--- config.mk ---
export PLATFORM = sky130hd
export DESIGN_NAME = dac_channel_readback_decoder
export DESIGN_NICKNAME = d
export VERILOG_FILES = /design/src/pkg/readback_pkg.sv /design/src/rtl/dac_channel_readback_decoder.sv
export SDC_FILE = /design/constraint.sdc
export NUM_CORES = 1
export LEC_CHECK = 0
export ABC_AREA = 1
export BUFFER_PORTS_ARGS = -buffer_cell sky130_fd_sc_hd__buf_2
export CORE_MARGIN = 1
export CORE_UTILIZATION = 35
export DETAILED_ROUTE_END_ITERATION = 8
export GPL_TIMING_DRIVEN = 0
export PLACE_DENSITY = 0.8
export SKIP_LAST_GASP = 1
export SLEW_MARGIN = 15
export SYNTH_ARGS = -nofsm -noshare
export SYNTH_HDL_FRONTEND = slang
export SYNTH_SLANG_ARGS = --single-unit
--- constraint.sdc ---
create_clock -name core_clk_i -period 0.8 [get_ports core_clk_i]
set_input_delay 0.12 -clock core_clk_i [delete_from_list [all_inputs] [get_ports core_clk_i]]
set_output_delay 0.12 -clock core_clk_i [all_outputs]
set_load 0.005 [all_outputs]
--- src/pkg/readback_pkg.sv ---
// Purpose: constants for the channel read-back command decoder
// Assumes: 12-bit codes, eight channels, 4-bit command and access nibbles
// Notes:   command codes and byte field positions shared by design and bench
package readback_pkg;
  localparam int unsigned CODE_W      = 12;
  localparam int unsigned NUM_CH      = 8;
  localparam int unsigned NIBBLE_W    = 4;
  localparam int unsigned BYTE_W      = 8;
  localparam logic [3:0]  CMD_RD_INPUT  = 4'h0;
  localparam logic [3:0]  CMD_RD_OUTPUT = 4'h1;
  localparam int unsigned ACC_INVALID_BIT = 3;
  localparam int unsigned HI_BYTE_MSB = 11;
  localparam int unsigned HI_BYTE_LSB = 4;
  localparam int unsigned LO_NIB_MSB  = 3;
  localparam int unsigned LO_NIB_LSB  = 0;
  localparam logic [3:0]  DONT_CARE_FILL = 4'h0;
  localparam logic [7:0]  UNDEF_BYTE  = 8'h00;
  localparam logic [11:0] CODE_RESET  = 12'h000;
endpackage : readback_pkg

--- src/rtl/dac_channel_readback_decoder.sv ---
// Purpose: decode a read-back command and return one channel code as two bytes
// Assumes: command and access nibbles and the request strobe are synchronous
// Notes:   serial framing lives outside; this block only answers the strobe
`timescale 1ns/1ns

module dac_channel_readback_decoder
  import readback_pkg::*;
#(
  parameter int unsigned CH = NUM_CH
) (
  // clock and reset
  input  wire logic                   core_clk_i,
  input  wire logic                   reset_i,
  // command side
  input  wire logic                   req_i,
  input  wire logic [NIBBLE_W-1:0]    command_nibble_i,
  input  wire logic [NIBBLE_W-1:0]    access_nibble_i,
  // channel register contents
  input  wire logic [CH*CODE_W-1:0]   input_buffer_i,
  input  wire logic [CH*CODE_W-1:0]   active_output_i,
  // answer side
  output logic                        valid_o,
  output logic                        invalid_o,
  output logic [BYTE_W-1:0]           msb_byte_o,
  output logic [BYTE_W-1:0]           lsb_byte_o
);

  // what a taken request turns into; anything refused is ANS_NONE
  typedef enum logic [1:0] {
    ANS_NONE,
    ANS_INPUT,
    ANS_OUTPUT,
    ANS_BAD
  } answer_kind_t;

  // the channel field is the access nibble below its invalid bit
  localparam int unsigned       CH_SEL_W  = ACC_INVALID_BIT;
  // reset values of the two answer bytes
  localparam logic [BYTE_W-1:0] MSB_RESET = CODE_RESET[HI_BYTE_MSB:HI_BYTE_LSB];
  localparam logic [BYTE_W-1:0] LSB_RESET = UNDEF_BYTE;

  // answer strobe
  logic                valid_ff;
  logic                nxt_valid;

  // answer payload, held until the next taken request
  logic                invalid_ff;
  logic                nxt_invalid;
  logic [BYTE_W-1:0]   msb_ff;
  logic [BYTE_W-1:0]   nxt_msb;
  logic [BYTE_W-1:0]   lsb_ff;
  logic [BYTE_W-1:0]   nxt_lsb;

  // decode
  logic                take;
  answer_kind_t        kind;
  logic [CH_SEL_W-1:0] ch_sel;
  logic [CODE_W-1:0]   in_code;
  logic [CODE_W-1:0]   out_code;
  logic [CODE_W-1:0]   in_bank  [CH];
  logic [CODE_W-1:0]   out_bank [CH];

  function automatic logic is_read_cmd(
    input logic [NIBBLE_W-1:0] cmd
  );
    is_read_cmd = (cmd == CMD_RD_INPUT) || (cmd == CMD_RD_OUTPUT);
  endfunction : is_read_cmd

  function automatic logic is_bad_access(
    input logic [NIBBLE_W-1:0] acc
  );
    is_bad_access = acc[ACC_INVALID_BIT];
  endfunction : is_bad_access

  function automatic logic [CH_SEL_W-1:0] channel_of(
    input logic [NIBBLE_W-1:0] acc
  );
    channel_of = acc[CH_SEL_W-1:0];
  endfunction : channel_of

  function automatic logic [BYTE_W-1:0] hi_byte(
    input logic [CODE_W-1:0] code
  );
    hi_byte = code[HI_BYTE_MSB:HI_BYTE_LSB];
  endfunction : hi_byte

  // the spare low nibble is a fixed value so the byte never carries noise
  function automatic logic [BYTE_W-1:0] lo_byte(
    input logic [CODE_W-1:0] code
  );
    lo_byte = {code[LO_NIB_MSB:LO_NIB_LSB], DONT_CARE_FILL};
  endfunction : lo_byte

  function automatic answer_kind_t classify(
    input logic                take_now,
    input logic [NIBBLE_W-1:0] cmd,
    input logic [NIBBLE_W-1:0] acc
  );
    if (!take_now) begin
      classify = ANS_NONE;
    end else if (is_bad_access(acc)) begin
      classify = ANS_BAD;
    end else if (cmd == CMD_RD_OUTPUT) begin
      classify = ANS_OUTPUT;
    end else begin
      classify = ANS_INPUT;
    end
  endfunction : classify

  // split the flat buses into channel arrays, A at index 0 up to H at index 7
  always_comb begin
    for (int n = 0; n < CH; n++) begin
      in_bank[n]  = input_buffer_i[n*CODE_W +: CODE_W];
      out_bank[n] = active_output_i[n*CODE_W +: CODE_W];
    end
  end

  // only the two channel read-back commands are taken; every other command is ignored
  always_comb begin
    take   = req_i && is_read_cmd(command_nibble_i);
    kind   = classify(take, command_nibble_i, access_nibble_i);
    ch_sel = channel_of(access_nibble_i);
  end

  // a channel number of CH or more reads as the reset code instead of an unknown
  always_comb begin
    in_code = CODE_RESET;
    if (ch_sel < CH) begin
      in_code = in_bank[ch_sel];
    end
  end

  always_comb begin
    out_code = CODE_RESET;
    if (ch_sel < CH) begin
      out_code = out_bank[ch_sel];
    end
  end

  // strobe group: one pulse per taken request; back-to-back requests give back-to-back pulses
  always_comb begin
    nxt_valid = 1'h0;
    unique case (kind)
      ANS_INPUT,
      ANS_OUTPUT,
      ANS_BAD: begin
        nxt_valid = 1'h1;
      end
      ANS_NONE: begin
        nxt_valid = 1'h0;
      end
    endcase
  end

  // async reset clears the answer at once; a request may follow the first edge after release
  always_ff @(posedge core_clk_i or posedge reset_i) begin
    if (reset_i) begin
      valid_ff <= 1'h0;
    end else begin
      valid_ff <= nxt_valid;
    end
  end

  // payload group: a refused command leaves the last answer standing
  always_comb begin
    nxt_invalid = invalid_ff;
    nxt_msb     = msb_ff;
    nxt_lsb     = lsb_ff;
    unique case (kind)
      ANS_INPUT: begin
        nxt_invalid = 1'h0;
        nxt_msb     = hi_byte(in_code);
        nxt_lsb     = lo_byte(in_code);
      end
      ANS_OUTPUT: begin
        nxt_invalid = 1'h0;
        nxt_msb     = hi_byte(out_code);
        nxt_lsb     = lo_byte(out_code);
      end
      ANS_BAD: begin
        // undefined data: a fixed pattern, so nothing leaks from another channel
        nxt_invalid = 1'h1;
        nxt_msb     = UNDEF_BYTE;
        nxt_lsb     = UNDEF_BYTE;
      end
      ANS_NONE: begin
        nxt_invalid = invalid_ff;
      end
    endcase
  end

  always_ff @(posedge core_clk_i or posedge reset_i) begin
    if (reset_i) begin
      invalid_ff <= 1'h0;
      msb_ff     <= MSB_RESET;
      lsb_ff     <= LSB_RESET;
    end else begin
      invalid_ff <= nxt_invalid;
      msb_ff     <= nxt_msb;
      lsb_ff     <= nxt_lsb;
    end
  end

  // outputs come straight from flip-flops
  assign valid_o    = valid_ff;
  assign invalid_o  = invalid_ff;
  assign msb_byte_o = msb_ff;
  assign lsb_byte_o = lsb_ff;

endmodule : dac_channel_readback_decoder

==> reports/qor.json <==
{
  "run_status": {
    "run_status": "finished, violations left",
    "failing_checks": "hold timing, setup timing"
  },
  "pwr": {
    "power_per_standard_cell_area_nw_per_um2": 840.7,
    "max-vdd-ir-drop_mv": 0.5718,
    "power.static_leakage_uw": 0.003106,
    "p_total_uw": 3918
  },
  "sta": {
    "setup_repair_after_global_routing_missed_its_margin": "yes",
    "finClkSkew_ns": 0,
    "post-route-worst-setup-slack_ns": -0.2138,
    "final_max_slew_viol_count": 0,
    "finalHoldWorstSlack_ns": -0.1059,
    "finalSetupViolations": 26,
    "worstMarginPinSlew_ns": 0.5201,
    "report.final.hold_viol_count": 14,
    "max-slew-margin-rel_pct": 65.29,
    "finalWorstPathRequiredPeriod_ns": 1.014,
    "fmax_ghz": 0.9864,
    "fin_crit_sh_pct": 126.7,
    "fin_setup_tns_ns": -2.899
  },
  "clock_tree": {
    "clkLatencyLatePin_ns": 0.25,
    "clk_path_buf_depth": 2,
    "cts-htree-levels": 1,
    "clkSinkCount": 14,
    "cts-buffers-inserted": 3,
    "worst_setup_hold_path_clk_slew_ns": 0.06,
    "ctsRootBufferMaster": "clkbuf_8",
    "cts_tree": "built"
  },
  "final_layout": {
    "antenna_cells_inserted": 0,
    "fillerInstances": 884,
    "final_non_filler_cell_total": 963,
    "drive_above_1_share_pct": 36.25,
    "area.sequential_sq_um": 350.3,
    "num-nets-final": 1062,
    "mostFrequentLayoutCells": "278 x nand2_1, 221 x buf_2, 124 x nand3_1",
    "layout_commonest_cell": "nand2_1",
    "multi_input_comb_area_sq_um": 2036,
    "syn_to_final_growth_pct": 58.92
  },
  "grt": {
    "grt_pass1_wl_um": 19350,
    "grt_usage_pct": 28.59,
    "initial_antenna_violation_count": 0,
    "maximum_number_of_pins_on_one_net_before_global_route_repair": 15,
    "globalRoute.totalOverflow": 0,
    "via_count_of_the_first_global_routing_pass": 4280
  },
  "setup_path": {
    "worst-setup-path-type": "input pin to register",
    "critical_path_arrival_ns": 1.16,
    "cp-end-kind": "register",
    "cp-start-kind": "input pin",
    "worstPathRequired_ns": 0.95,
    "cpPeakStageDelay_ns": 0.13,
    "cpMaxStageDelayCell": "buf_8",
    "crit_family": "buffers and inverters",
    "worst-r2r-setup-slack_ns": 0.07,
    "cell_by_cell_listing_of_the_critical_path": "buf_12 -> inv_8 -> buf_8 -> buf_6 -> buf_6 -> nand2_2 -> nand3_2 -> nand2_1 -> nand2_1 -> nand3_2 -> nand2_2 -> nand2_2 -> nand2_1",
    "critical_path.n_buffers_inverters": 5,
    "worst-path-max-fanout": 7
  },
  "placement": {
    "port_buffers": 214,
    "gp_routability_congestion": 0.8361,
    "placement.setup.worst_slack_ns": -0.6927,
    "placedCellCount": 947,
    "place.detailed.hpwl_um": 9988
  },
  "synth": {
    "yosysWarningCount": 0,
    "main_combinational_cell_family_by_area_after_synthesis": "simple AND/OR/NAND/NOR gates",
    "post_synth_instance_area_sq_um": 2933,
    "syn-mean-instance-area_sq_um": 4.693,
    "synth_seq_area_share_pct": 11.95,
    "synth_compound_area_share_pct": 0.3413,
    "synth_top_cell_area_share_pct": 36.86,
    "post_synth_fa_ha_maj_area_fraction_pct": 0,
    "synth-seq-cells": 14,
    "synth_largest_area_cell": "nand2_1",
    "synthXorXnorAreaFrac_pct": 0,
    "synthMuxAreaShare_pct": 0,
    "syn_inst": 625,
    "synth_top_cells_by_area": "nand2_1 37%, nand3_1 25%, inv_1 16%, dfrtp_1 12%, buf_2 4.3%",
    "synth.distinct_cells": 17,
    "basic_gate_share_of_the_synthesized_area_counting_and_or_nand_and_nor_cells_pct": 62.46
  },
  "floorplanning": {
    "initial_core_util_pct": 35.87,
    "pin_count": 221,
    "die-area_sq_um": 8750,
    "die-height_um": 93.54,
    "num_rows": 33,
    "die_w_um": 93.54,
    "floorplan.core_area_sq_um": 8175
  },
  "worst_hold_path": {
    "min-delay-path-class": "input pin to async pin"
  },
  "route": {
    "vias": 4457,
    "drt_pass_1_iters": 6,
    "via_per_inst": 4.628,
    "drt_iter0_markers": 196,
    "avgRoutedWirePerCell_um": 13.28,
    "ant_nets": 0,
    "wl_um": 12790,
    "drcViolationCount": 0
  },
  "run": {
    "drv.max_cap_violation_count": 0
  }
}
-- through the flow --
stage	area [sq um]	utilization, %
finish	4661	57.01
detailed placement	4170	51.01
global route	4661	57.01
floorplan	2968	-
CTS	4581	56.03
global placement	4170	51.01
-- worst reg2reg max path, delay by kind of cell (launching register included) --
family / cells / cell delay (ns)
and+or+nand+nor: 2 / 0.12
buffers and inverters: 1 / 0.13
DFF: 1 / 0.37
-- final timing paths --
check | startpoint | cells after the start | endpoint
max | access_nibble_i[0] | 13 | msb_byte_o[7]
min | reset_i | 2 | msb_byte_o[0]
max reg2reg | lsb_byte_o[5] | 3 | lsb_byte_o[5]
min reg2reg | msb_byte_o[2] | 2 | msb_byte_o[2]
max in group asynchronous | reset_i | 2 | valid_o
min in group core_clk_i | access_nibble_i[3] | 3 | invalid_o
-- per-layer routing --
layer	share of wire, %	track usage (%)	vias to the layer above
met5	0	0	-
li1	-	-	2320
met2	50	54.29	203
met4	1.8	8.590	0
met1	41	33.24	1916
met3	7.2	3.089	18
-- cells by family (layout without fill, tap and decap cells) --
group | count (synthesis) | after routing
other | 1 | 4
buffers and inverters | 171 | 401
AOI/OAI and AO/OA | 2 | 2
DFF | 14 | 14
and+or+nand+nor | 437 | 437
-- report_power, final --
group	leakage (uW)	internal, uW	switching, uW
Sequential	0.000176	852	74.8
Combinational	0.00290	1090	1200
Clock	0.0000288	437	267
Total	0.00311	2380	1540
-- state kept, by name, indices dropped and copies added (netlist names) --
signal,count
msb_byte_o,8
lsb_byte_o,4
invalid_o,1
valid_o,1
-- synth_stat cells --
library cell	instances
nand2_1	288
nand3_1	144
inv_1	125
buf_2	25
dfrtp_1	14
buf_6	6
clkbuf_1	6
buf_4	5
buf_1	2
inv_2	2
nor2_1	2
a21oi_1	1
conb_1	1
nand3_2	1
nand4_1	1
nor2_2	1
o21ai_1	1
-- cell type report --
class / instances / area share [%]
Multi-Input combinational cell: 443 / 43.68
Sequential cell: 14 / 7.517
Clock buffer: 4 / 1.181
Tap cell: 105 / 2.819
Inverter: 127 / 10.44
Timing Repair Buffer: 227 / 26.31
Buffer: 43 / 8.054
-- repair_timing --
action | in CTS | in global routing
resized for setup | 70 | 21
gates cloned | 2 | 1
buffers inserted | 9 | 1
setup endpoints to repair | 26 | 26
endpoints found under the hold margin | 14 | 14
pin swaps | 30 | 11
Note: power is estimated with default switching activity, not from simulation.
